### src/hw/sca_consts.vh
// constants for the shared counter array
`ifndef SCA_CONSTS_VH
`define SCA_CONSTS_VH
// module mode register bit positions
`define SCA_MODE_IRQ_ON 0
`define SCA_MODE_DUTY 1
`define SCA_MODE_TOGGLE 2
`define SCA_MODE_MATCH 3
`define SCA_MODE_FALL 4
`define SCA_MODE_RISE 5
`define SCA_MODE_COMP 6
// counter mode register bit positions
`define SCA_COUNTER_MODE_REG_WRAP_IRQ 0
`define SCA_COUNTER_MODE_REG_SRC_LO 1
`define SCA_COUNTER_MODE_REG_SRC_HI 2
`define SCA_COUNTER_MODE_REG_WDOG 6
// count source codes
`define SCA_SRC_T0 2'h2
`define SCA_SRC_EXT 2'h3
// internal clock divide ratio
`define SCA_PRESCALE 3'h6
// watchdog module index
`define SCA_WDOG_MODULE 4
// reset values
`define SCA_RESET_BYTE 8'h00
`define SCA_RESET_WORD 16'h0000
`endif

### src/hw/sca_module.v
// one compare/capture module of the shared counter array
`timescale 1ns/1ns
`default_nettype none
`include "sca_consts.vh"
module sca_module
(
   input wire clk,
   input wire reset,
   input wire tick,
   input wire [15:0] count,
   input wire [7:0] modeReg,
   input wire pinSync,
   input wire wrLow,
   input wire wrHigh,
   input wire [7:0] wrData,
   output reg [7:0] compareLow,
   output reg [7:0] compareHigh,
   output wire captureEvent,
   output wire matchEvent,
   output reg moduleOut
);
   reg pinPrev;
   wire compOn = modeReg[`SCA_MODE_COMP];
   wire dutyMode = compOn && modeReg[`SCA_MODE_DUTY];
   wire rise = pinSync && !pinPrev;
   wire fall = !pinSync && pinPrev;
   assign captureEvent = (modeReg[`SCA_MODE_RISE] && rise) || (modeReg[`SCA_MODE_FALL] && fall);
   // a match is judged on the count that is present when the counter steps
   wire equal = (count == {compareHigh, compareLow});
   assign matchEvent = tick && compOn && modeReg[`SCA_MODE_MATCH] && !dutyMode && equal;
   wire lowWrap = tick && (count[7:0] == 8'hff);

   always @(posedge clk)
   begin
      if (reset)
      begin
         pinPrev <= 1'b1;
         compareLow <= `SCA_RESET_BYTE;
         compareHigh <= `SCA_RESET_BYTE;
         moduleOut <= 1'b1;
      end
      else
      begin
         pinPrev <= pinSync;
         if (captureEvent)
         begin
            compareLow <= count[7:0];
            compareHigh <= count[15:8];
         end
         else
         begin
            if (wrHigh)
               compareHigh <= wrData;
            if (dutyMode && lowWrap)
               compareLow <= compareHigh;
            else if (wrLow)
               compareLow <= wrData;
         end
         if (dutyMode)
            moduleOut <= (count[7:0] >= compareLow);
         else if (tick && compOn && modeReg[`SCA_MODE_MATCH] && modeReg[`SCA_MODE_TOGGLE] && equal)
            moduleOut <= ~moduleOut;
      end
   end
endmodule // sca_module
`default_nettype wire

### src/hw/sca_counter_array.v
// shared 16-bit counter with five compare/capture modules and watchdog
`timescale 1ns/1ns
`default_nettype none
`include "sca_consts.vh"
// What this block does
// - capture enabled by edge selects copies counter into module capture pair
// - module interrupt only when event flag and its interrupt enable are set
// - comparator and match enables give an event when counter equals compare
// - toggle, match and comparator enables invert module pin on each match
// - duty mode needs duty and comparator enables; all share one frequency
// - duty output low while low byte below compare low, else high
// - in duty mode, on low byte wrap, compare low reloads from compare high
// - only module 4 offers watchdog; it stays usable in other modes
// - watchdog match raises internal reset, never drives external reset pin
// - clearing watchdog enable before match prevents reset; setting restores
// - event flag set by hardware on match or capture, cleared by zero write
// - counter runs only when run bit set; wrap sets flag, may interrupt
// - source codes 0,1 oscillator/6, 2 timer 0 overflow, 3 external pin
module sca_counter_array
#(
   parameter MODULES = 5
)
(
   input wire clk,
   input wire reset,
   input wire [7:0] counterModeReg,
   input wire counterRun,
   input wire timer0Overflow,
   input wire externalCountInput,
   input wire [8*MODULES-1:0] moduleModeReg,
   input wire [MODULES-1:0] moduleIoPinIn,
   input wire counterWrite,
   input wire [15:0] counterWriteData,
   input wire [MODULES-1:0] compareLowWrite,
   input wire [MODULES-1:0] compareHighWrite,
   input wire [7:0] compareWriteData,
   input wire flagWrite,
   input wire [7:0] flagWriteData,
   output reg [7:0] counterLowByte,
   output reg [7:0] counterHighByte,
   output wire [7:0] counterControlReg,
   output wire [8*MODULES-1:0] moduleCompareLow,
   output wire [8*MODULES-1:0] moduleCompareHigh,
   output wire [MODULES-1:0] moduleIoPinOut,
   output wire [MODULES-1:0] moduleIoPinOe_n,
   output wire arrayIrq,
   output reg watchdogReset
);
   // true when a byte sits at its top value and the next step carries out
   function byteFull;
      input [7:0] value;
      begin
         byteFull = (value == 8'hff);
      end
   endfunction

   // a module owns its pin only while its comparator steers the output level
   function drivesPin;
      input [7:0] mode;
      begin
         drivesPin = mode[`SCA_MODE_COMP] && (mode[`SCA_MODE_DUTY] || mode[`SCA_MODE_TOGGLE]);
      end
   endfunction

   reg [2:0] prescale;
   reg extSync1;
   reg extSync2;
   reg extPrev;
   reg [MODULES-1:0] pinSync1;
   reg [MODULES-1:0] pinSync2;
   reg counterWrapFlag;
   reg [MODULES-1:0] moduleEventFlag;
   wire [MODULES-1:0] capEv;
   wire [MODULES-1:0] matchEv;
   wire [MODULES-1:0] modOut;
   wire [15:0] count = {counterHighByte, counterLowByte};
   wire [1:0] srcSel = {counterModeReg[`SCA_COUNTER_MODE_REG_SRC_HI], counterModeReg[`SCA_COUNTER_MODE_REG_SRC_LO]};
   wire watchdogArm = counterModeReg[`SCA_COUNTER_MODE_REG_WDOG];
   reg srcPulse;
   wire tick = counterRun && srcPulse;
   wire wrap = tick && byteFull(counterHighByte) && byteFull(counterLowByte);
   wire [MODULES-1:0] moduleIrqOn;
   wire [MODULES-1:0] flagSet = capEv | matchEv;
   reg [2:0] next_prescale;
   reg [7:0] next_counterLowByte;
   reg [7:0] next_counterHighByte;
   reg next_counterWrapFlag;
   reg [MODULES-1:0] next_moduleEventFlag;
   reg next_watchdogReset;

   always @*
   begin
      if (srcSel == `SCA_SRC_T0)
         srcPulse = timer0Overflow;
      else if (srcSel == `SCA_SRC_EXT)
         srcPulse = extSync2 && !extPrev;
      else
         srcPulse = (prescale == `SCA_PRESCALE - 3'h1);
   end

   // prescaler wraps after the divide ratio
   always @*
   begin
      if (prescale == `SCA_PRESCALE - 3'h1)
         next_prescale = 3'h0;
      else
         next_prescale = prescale + 3'h1;
   end

   // a software load wins over a step of the counter
   always @*
   begin
      next_counterLowByte = counterLowByte;
      next_counterHighByte = counterHighByte;
      if (counterWrite)
      begin
         next_counterLowByte = counterWriteData[7:0];
         next_counterHighByte = counterWriteData[15:8];
      end
      else if (tick)
      begin
         next_counterLowByte = counterLowByte + 8'h01;
         if (byteFull(counterLowByte))
            next_counterHighByte = counterHighByte + 8'h01;
      end
   end

   // hardware set wins over a software clear in the same cycle
   always @*
   begin
      next_counterWrapFlag = counterWrapFlag;
      if (wrap)
         next_counterWrapFlag = 1'b1;
      else if (flagWrite)
         next_counterWrapFlag = flagWriteData[7];
      next_moduleEventFlag = moduleEventFlag;
      if (flagWrite)
         next_moduleEventFlag = moduleEventFlag & flagWriteData[MODULES-1:0];
      next_moduleEventFlag = next_moduleEventFlag | flagSet;
   end

   // module 4 match while armed; disarming before the match suppresses the reset
   always @*
   begin
      next_watchdogReset = 1'b0;
      if (watchdogArm && matchEv[`SCA_WDOG_MODULE])
         next_watchdogReset = 1'b1;
   end

   // prescaler and synchronisers for the pins and the external count input
   always @(posedge clk)
   begin
      if (reset)
      begin
         prescale <= 3'h0;
         extSync1 <= 1'b0;
         extSync2 <= 1'b0;
         extPrev <= 1'b0;
         pinSync1 <= {MODULES{1'b1}};
         pinSync2 <= {MODULES{1'b1}};
      end
      else
      begin
         prescale <= next_prescale;
         extSync1 <= externalCountInput;
         extSync2 <= extSync1;
         extPrev <= extSync2;
         pinSync1 <= moduleIoPinIn;
         pinSync2 <= pinSync1;
      end
   end

   // counter, flags and the single-cycle watchdog reset pulse
   always @(posedge clk)
   begin
      if (reset)
      begin
         counterLowByte <= `SCA_RESET_BYTE;
         counterHighByte <= `SCA_RESET_BYTE;
         counterWrapFlag <= 1'b0;
         moduleEventFlag <= {MODULES{1'b0}};
         watchdogReset <= 1'b0;
      end
      else
      begin
         counterLowByte <= next_counterLowByte;
         counterHighByte <= next_counterHighByte;
         counterWrapFlag <= next_counterWrapFlag;
         moduleEventFlag <= next_moduleEventFlag;
         watchdogReset <= next_watchdogReset;
      end
   end

   genvar i;
   generate
      for (i = 0; i < MODULES; i = i + 1)
      begin : gMod
         assign moduleIrqOn[i] = moduleModeReg[8*i+`SCA_MODE_IRQ_ON];
         // capture-only modules leave the pin as input
         assign moduleIoPinOe_n[i] = !drivesPin(moduleModeReg[8*i+7:8*i]);
         assign moduleIoPinOut[i] = modOut[i];
         sca_module uMod
         (
            .clk(clk),
            .reset(reset),
            .tick(tick),
            .count(count),
            .modeReg(moduleModeReg[8*i+7:8*i]),
            .pinSync(pinSync2[i]),
            .wrLow(compareLowWrite[i]),
            .wrHigh(compareHighWrite[i]),
            .wrData(compareWriteData),
            .compareLow(moduleCompareLow[8*i+7:8*i]),
            .compareHigh(moduleCompareHigh[8*i+7:8*i]),
            .captureEvent(capEv[i]),
            .matchEvent(matchEv[i]),
            .moduleOut(modOut[i])
         );
      end
   endgenerate

   assign counterControlReg = {counterWrapFlag, counterRun, 1'b0, moduleEventFlag[4:0]};
   assign arrayIrq = |(moduleEventFlag & moduleIrqOn)
      || (counterWrapFlag && counterModeReg[`SCA_COUNTER_MODE_REG_WRAP_IRQ]);
endmodule // sca_counter_array
`default_nettype wire

### config.mk
export PLATFORM = sky130hd
export DESIGN_NAME = sca_counter_array
export DESIGN_NICKNAME = d
export VERILOG_FILES = /design/src/hw/sca_module.v /design/src/hw/sca_counter_array.v
export VERILOG_INCLUDE_DIRS = /design/src /design/src/hw
export SDC_FILE = /design/constraint.sdc
export NUM_CORES = 1
export LEC_CHECK = 0
export ABC_AREA = 1
export BUFFER_PORTS_ARGS = -buffer_cell sky130_fd_sc_hd__buf_2
export CAP_MARGIN = 20
export CORE_MARGIN = 10
export CORE_UTILIZATION = 50
export CTS_CLUSTER_DIAMETER = 200
export DETAILED_ROUTE_END_ITERATION = 7
export HOLD_SLACK_MARGIN = 0.02
export PLACE_DENSITY = 0.83
export SETUP_SLACK_MARGIN = 0.15
export SYNTH_ARGS = -nofsm -noshare
export SYNTH_HDL_FRONTEND = slang
export SYNTH_HIERARCHICAL = 1
export SYNTH_SLANG_ARGS = --single-unit
### constraint.sdc
create_clock -name clk -period 2.1 [get_ports clk]
set_clock_uncertainty 0.1 [all_clocks]
set_input_delay 0.21 -clock clk [delete_from_list [all_inputs] [get_ports clk]]
set_output_delay 0.21 -clock clk [all_outputs]
set_load 0.01 [all_outputs]
==> flow_summary.toml, run 1 <==
[status]
status = "finished clean"

[placement]
dp_cells = 1755
gp_congestion = 0.9156
dpl_worst_slack_ps = -54.19
portBuffers = 205
hpwl_um = 22920

[clock_network]
cts_max_path_buffers = 2
cts_tree = "done"
clkTransAtPathRegs_ps = 60
clk_latency_ps = 420
htreeDepth = 4
clockRootBuffer = "clkbuf_16"
clock-sinks = 129
numCtsBuffers = 17

[yosys]
synthXorXnorAreaFrac = 0.02456
synth_top_family_by_area = "simple AND/OR/NAND/NOR gates"
synth_adder_area_share = 0.06175
synth_cell_types = 42
synth_area_um2 = 8915
synth-compound-area-share = 0.1346
syn_nets = 1467
yosysWarnings = 6
ys_seq_area_frac = 0.2897
synth_simple_gate_area_frac = 0.3820
synth-seq-cells = 129
syn_area_per_cell_um2 = 6.749
netlist_instances = 1321
synth_mux_area_frac = 0.001123

[global_routing]
antenna_found_initial = 1
grt_pass1_wl_um = 50680
overflow = 0
grt_max_degree = 47
grt_usage = 0.2630
grt_pass1_vias = 9608

[critical_path]
cp_max_fo = 5
worst_setup_path_end_kind = "register"
start_kind = "register"
critPathMaxStageDelay_ps = 370
path_cells = "buf_12 -> ha_4 -> nand2_2 -> nor2_2 -> nand4_1 -> inv_1 -> nand4_1 -> nor3_2 -> nor2_1 -> a21oi_1"
crit_top_cell = "nand4_1"
cp_slowest_cell = "dfxtp_4"
arrival_ps = 2330
critPathKind = "register to register"
required_ps = 2330

[route]
drtAntennaViolNets = 0
drtIter0Drc = 1381
vias_per_cell = 5.794
routedWlPerCell_um = 19.66
wirelength_um = 36170
drt_pass1_iterations = 8
drc = 0
via_count = 10661

[floorplan]
core_area_um2 = 17420
die_area_um2 = 23570
initial_core_util = 0.5119
row_count = 48
die_w_um = 153.5
ios = 218
fp.dieH_um = 153.5

[power]
finalPower_uw = 7614
ir_worst_vdd_mv = 0.6250
p_leak_uw = 0.006016
power.density_nw_per_um2 = 607.9

[timing]
setup_viol = 0
clock.fmax_mhz = 476.3
hold_viol = 0
rsz0062_at_grt = "true"
setup_ws_ps = 0.5076
period_share = 0.9998
maxSlewViolCount = 0
min_period_ps = 2099

[min_path]
hp-class = "input port to register"

[job]
cap_violations = 0

[layout]
fin_cells = 1840
drive_above_1_share = 0.3587
area_growth_pct = 40.49
layout.nets = 1750
-- state kept, by name, indices dropped and copies added, names as in the netlist, 3 cells and up --
register               cells
counterLowByte             8
gMod.uMod/pinPrev          5
moduleEventFlag            5
gMod.uMod/moduleOut        5
gMod.uMod/compareHigh     40
counterHighByte            8
prescale                   3
pinSync2                   5
pinSync1                   5
gMod.uMod/compareLow      40
-- cell families (layout without fill, tap and decap cells) --
family / count (synthesis) / count (layout)
compound gates: 213 / 213
xor+xnor: 25 / 25
fa+ha+maj: 44 / 44
buf+inv: 208 / 497
flops: 129 / 129
mux: 1 / 1
other cells: 1 / 2
simple gates: 700 / 704
-- area by class of cell --
cell class,count,area (um2)
inverters,162,625.6
well taps,225,281.5
flip-flops and latches,129,2613
repair buffers,305,2190
multi-input cells,988,6271
fillers,1277,4892
repair inverters,1,16.27
clock buffers,21,460.4
clock inverters,8,65.06
diodes,1,2.502
-- per-layer routing --
layer  vias to the layer above  wire [um]  global-route usage  part of all wire
met1                      4890      13030              0.3139              0.36
met2                       738      16980              0.4285              0.47
li1                       4857          -                   -                 -
met4                         0       2002              0.1341             0.055
met3                       176       4155             0.06639              0.11
met5                         -          0                   0                 0
-- placed cells by master (no fill, tap or decap), types with 14 or more instances in the layout --
cell type	count
buf_6	16
nand2_2	36
o21ai_1	40
nor2_1	110
buf_4	48
o21ai_2	21
nand2_4	18
a21oi_1	65
a21oi_2	30
or2_2	15
nand3b_4	14
ha_1	31
nand3_2	27
nand3_1	109
nor2_4	17
clkbuf_16	21
nand2_1	306
xnor2_1	24
a31oi_1	25
buf_12	18
inv_1	152
o21ai_0	24
dlygate4sd3_1	14
buf_2	204
dfxtp_1	113
-- worst max-delay path: cells and delay by family, from the launching register on --
family | cells | cell delay, ps
adders and majority gates | 1 | 270
DFF | 1 | 370
buffers and inverters | 2 | 260
AOI/OAI and AO/OA | 1 | 210
and+or+nand+nor | 6 | 800
-- report_power, final --
part | switching [uW] | total (uW) | internal, uW | leakage, uW
combinational | 1250 | 2100 | 845 | 0.00468
clock | 1090 | 2740 | 1650 | 0.000268
sequential | 172 | 2780 | 2600 | 0.00107
-- worst paths after layout --
| kind | start | endpoint | slack [ps] | depth (start not counted) |
|---|---|---|---|---|
| worst max-delay path | counterLowByte[5] | moduleEventFlag[2] | 0.5 | 10 |
| worst min register to register | extSync1 | extSync2 | 310 | 2 |
| worst max register to register | counterLowByte[5] | moduleEventFlag[2] | 0.5 | 10 |
| worst min-delay path | counterWriteData[7] | counterLowByte[7] | 30 | 5 |
-- per-stage QoR --
stage          hold slack [ps]  setup TNS (ps)    util  cell area, um2
6_report                 27.89               0  0.7191           12520
3_5_place_dp             296.7          -712.2  0.6025           10490
4_1_cts                  20.59               0  0.6652           11580
3_3_place_gp             291.4               0  0.6025           10490
5_1_grt                  56.56          -605.2  0.7191           12520
2_1_floorplan            213.8               0       -            8964
-- timing repair --
item | 4_1_cts | 5_1_grt
pin swaps | 26 | 63
hold buffers | 14 | 0
setup buffers | 13 | 18
resized for setup | 53 | 153
endpoints found under the setup margin | 46 | 49
hold endpoints to repair | 13 | 0
cloned | 6 | 4
-- synth_stat cells, drive strengths merged --
cell    count  area share
a31oi      25       0.018
ha         44       0.062
or2        15       0.011
nand3     145       0.088
nand2     362        0.16
xor2        1     0.00098
mux2i       1      0.0011
conb        1     0.00042
dfxtp     129        0.29
a221oi      1     0.00098
nor4        2      0.0014
and3        1     0.00070
buf        30       0.030
a21oi     100       0.064
o21bai      1     0.00084
clkbuf     16      0.0067
nor3        6      0.0046
a21boi      1      0.0013
nand3b     11       0.023
o21ai      85       0.050
xnor2      24       0.024
nor2      145       0.081
nand4      13      0.0091
inv       162       0.069
Power figures use the tool's default switching activity.
==> run 2, diff against run 1 <==
- CORE_UTILIZATION: 50 -> 55
- PLACE_DENSITY: 0.83 -> 0.87
- clock period: 2.1 -> 2.4 ns (I/O delays scaled with it)
==> flow_summary.toml, run 2 (synthesis results as in run 1) <==
[route]
drt_pass1_iterations = 7
drtAntennaViolNets = 0
drc = 0
routedWlPerCell_um = 18.56
vias_per_cell = 5.775
wirelength_um = 33330
via_count = 10372
drtIter0Drc = 1330

[global_routing]
grt_pass1_wl_um = 49850
grt_max_degree = 58
grt_usage = 0.2822
antenna_found_initial = 1
overflow = 0
grt_pass1_vias = 9643

[timing]
hold_viol = 0
worst_pin_slew_ps = 578.3
period_share = 0.9219
clock.fmax_mhz = 452.0
maxSlewViolCount = 0
rsz0062_at_grt = "false"
final.setup.tns_ps = 0
min_period_ps = 2212
maxSlewHeadroom = 0.6140
setup_viol = 0

[critical_path]
path_cells = "inv_2 -> ha_4 -> nand2_4 -> a21boi_4 -> nand2_2 -> inv_4 -> buf_12 -> nand3_4 -> buf_4 -> nand3b_4 -> nand3_1 -> nand2_1 -> a21oi_1 -> nor2_1"
critPathKind = "register to register"
arrival_ps = 2420
crit_buf_inv = 4
cp_max_fo = 12
worst_setup_path_end_kind = "register"
required_ps = 2600
start_kind = "register"
cp_slowest_cell = "dfxtp_2"
critPathMaxStageDelay_ps = 320
cp_top_family = "simple AND/OR/NAND/NOR gates"

[layout]
layout.nets = 1712
fillers = 1296
largest_registers = "gMod.uMod/compareHigh: 40 flops, gMod.uMod/compareLow: 40 flops"
multi_input_area_um2 = 5645
fin_cells = 1796
seqCellArea_um2 = 2585
drive_above_1_share = 0.2647
area_growth_pct = 26.46
mostFrequentLayoutCell = "nand2_1"
final_cell_mix = "339 x nand2_1, 204 x buf_2, 152 x inv_1, 130 x nand3_1, 127 x dfxtp_1"

[clock_network]
numCtsBuffers = 17
clock-sinks = 129
clockRootBuffer = "clkbuf_16"
cts_max_path_buffers = 2
cts_tree = "done"
htreeDepth = 4
clk_latency_ps = 430
clkTransAtPathRegs_ps = 60

[floorplan]
ios = 218
die_w_um = 147.3
fp.dieH_um = 147.3
row_count = 46
die_area_um2 = 21700
core_area_um2 = 15890
initial_core_util = 0.5612

[placement]
hpwl_um = 22440
dp_cells = 1734
portBuffers = 205
gp_congestion = 0.9225

[power]
ir_worst_vdd_mv = 0.5253
p_leak_uw = 0.005703
power.density_nw_per_um2 = 580.6

[job]
cap_violations = 0

[status]
status = "finished clean"

[min_path]
hp-class = "input port to register"
==> run 2: cell types whose count changed in the layout (fill, tap and decap cells not counted), sizes merged <==
cell         change
dlygate4sd3      -7
nand3b           +6
clkinvlp         +3
inv              +1
clkinv           -5
buf             -33
==> run 2: stage by stage <==
stage	area [um2]	setup slack (ps)	hold WS (ps)	total power, uW	utilization
6_report	11270	187.5	26.37	6545	0.7097
5_1_grt	11270	112.7	51.88	6786	0.7097
4_1_cts	10930	154.8	20.51	6461	0.6882
3_5_place_dp	10240	133.0	297.4	3890	0.6448
3_3_place_gp	10240	203.9	290.5	3840	0.6448
2_1_floorplan	8915	307.8	243.8	3314	-
==> run 2: path summary, 6_finish.rpt <==
kind,from,to,slack [ps],cells past startpoint
hold / removal,moduleModeReg[33],watchdogReset,30,4
setup / recovery,prescale[1],gMod[2].uMod/compareLow[1],190,14
setup reg to reg,prescale[1],gMod[2].uMod/compareLow[1],190,14
hold reg to reg,pinSync1[3],pinSync2[3],310,1
==> run 2: timing repair <==
action / in CTS / in global routing
buffers inserted: 0 / 11
hold endpoints to repair: 7 / 0
setup endpoints to repair: 18 / 41
gates cloned: 2 / 9
gates resized for setup: 1 / 29
pin swaps: 5 / 11
hold buffers: 7 / 0
==> run 2: layer usage <==
layer	vias to the layer above	track usage	share of wire
met5	-	0	0
li1	4812	-	-
met4	0	0.1710	0.062
met3	177	0.07248	0.13
met1	4630	0.3302	0.35
met2	753	0.4547	0.46
==> run 2: power breakdown <==
group | internal [uW] | switching [uW]
logic | 586 | 947
registers | 2280 | 142
clock network | 1590 | 1010
total | 4450 | 2100
==> run 2: area by class of cell <==
cell class / instances / area share
Antenna cell: 1 / 0.0002220
Inverter: 162 / 0.05461
Tap cell: 216 / 0.02397
Multi-Input combinational cell: 994 / 0.5008
Sequential cell: 129 / 0.2293
Clock inverter: 8 / 0.006770
Clock buffer: 24 / 0.04539
Timing Repair Buffer: 262 / 0.1390
==> run 2: tightest hold or removal path, stage by stage <==
cell and delay [ps]:
buf_2 110, nor3_1 80, nand2_1 60, nor2_1 30
==> run 3, diff against run 2 <==
- CORE_ASPECT_RATIO: not set -> 0.7
- CORE_MARGIN: 10 -> not set
==> flow_summary.toml, run 3 (synthesis results as in run 1) <==
[route]
drc = 0
drt_pass1_iterations = 7
vias_per_cell = 5.838
drtIter0Drc = 1135
via_count = 10345
drtAntennaViolNets = 0
wirelength_um = 31560
routedWlPerCell_um = 17.81

[critical_path]
cp_slowest_cell = "dfxtp_1"
path_cells = "buf_12 -> ha_1 -> nand2_1 -> nor2_1 -> nand4_1 -> inv_1 -> nand4_1 -> nor3_1 -> nor2_1 -> a21oi_1"
start_kind = "register"
required_ps = 2650
critPathMaxStageDelay_ps = 380
crit_buf_inv = 2
cp_max_fo = 16
arrival_ps = 2450
critPathKind = "register to register"
worst_setup_path_end_kind = "register"
cp_top_family = "simple AND/OR/NAND/NOR gates"

[floorplan]
core_area_um2 = 15640
ios = 218
die_w_um = 154.2
initial_core_util = 0.5699
die_area_um2 = 16730
row_count = 38
fp.dieH_um = 108.5

[timing]
clock.fmax_mhz = 454.9
hold_viol = 0
setup_viol = 0
rsz0062_at_grt = "true"
maxSlewViolCount = 0
min_period_ps = 2198
worst_pin_slew_ps = 679.0
period_share = 0.9160
maxSlewHeadroom = 0.5467
final.setup.tns_ps = 0
holdWs_ps = 15.06

[global_routing]
antenna_found_initial = 1
overflow = 0
grt_usage = 0.3535
grt_max_degree = 41
grt_pass1_vias = 8960
grt_pass1_wl_um = 45480

[placement]
gp_congestion = 0.9491
hpwl_um = 20840
dpl-instance-area_um2 = 10220
portBuffers = 205

[job]
cap_violations = 0

[layout]
final_cell_mix = "339 x nand2_1, 204 x buf_2, 153 x inv_1, 130 x nand3_1, 127 x dfxtp_1"
stdcell_area_um2 = 11180
drive_above_1_share = 0.2559
mostFrequentLayoutCell = "nand2_1"
layout.nets = 1705
area_growth_pct = 25.46
largest_registers = "gMod.uMod/compareHigh: 40 flops, gMod.uMod/compareLow: 40 flops"

[power]
power.density_nw_per_um2 = 571.8
p_leak_uw = 0.005674
ir_worst_vdd_mv = 0.4240

[clock_network]
clkTransAtPathRegs_ps = 60
clk_latency_ps = 420
clockRootBuffer = "clkbuf_16"
clock-sinks = 129
htreeDepth = 4
numCtsBuffers = 17
cts_tree = "done"
cts_max_path_buffers = 2

[min_path]
hp-class = "input port to register"

[status]
status = "finished clean"
==> run 3: what timing repair did <==
action / in CTS / in global routing
pin swaps: 1 / 8
resized for setup: 0 / 28
setup endpoints to repair: 1 / 42
cloned: 0 / 11
hold endpoints to repair: 10 / 0
buffers inserted: 0 / 5
hold buffers: 10 / 0
==> run 3: worst paths after layout <==
check / startpoint / end / slack (ps) / cells after the start
setup / recovery: counterLowByte[6] / moduleEventFlag[3] / 200 / 10
hold / removal: flagWriteData[0] / moduleEventFlag[0] / 20 / 3
setup reg to reg: counterLowByte[6] / moduleEventFlag[3] / 200 / 10
hold reg to reg: pinSync1[1] / pinSync2[1] / 310 / 1
==> run 3: worst register-to-register path: stages, from the launching register on <==
cell	delay (ps)
dfxtp_1	380
buf_12	200
ha_1	300
nand2_1	60
nor2_1	220
nand4_1	160
inv_1	100
nand4_1	140
nor3_1	190
nor2_1	130
a21oi_1	160
==> run 3: area by class of cell <==
type	instances	area [um2]
clock buffers	25	475.5
clock inverters	6	57.56
flip-flops and latches	129	2585
diodes	1	2.502
fillers	1220	4458
multi-input cells	994	5639
repair buffers	255	1559
inverters	162	615.6
well taps	200	250.2
==> run 3: layer usage <==
metal,share of wire,track usage
met1,0.40,0.4707
met2,0.43,0.5614
met3,0.14,0.06814
met4,0.043,0.1507
met5,0,0
==> run 3: power by group <==
group / internal, uW / switching [uW] / total, uW
logic: 585 / 925 / 1510
registers: 2280 / 163 / 2440
clock network: 1470 / 979 / 2450
==> run 3: through the flow <==
stage	instances	setup WS, ps	total power, uW	util
6_report	1772	201.6	6396	0.7150
5_1_grt	1772	104.0	6614	0.7150
4_1_cts	1755	153.3	6282	0.6937
3_5_place_dp	1714	170.2	3878	0.6533
3_3_place_gp	1714	252.1	3830	0.6533
2_1_floorplan	1321	307.8	3314	-
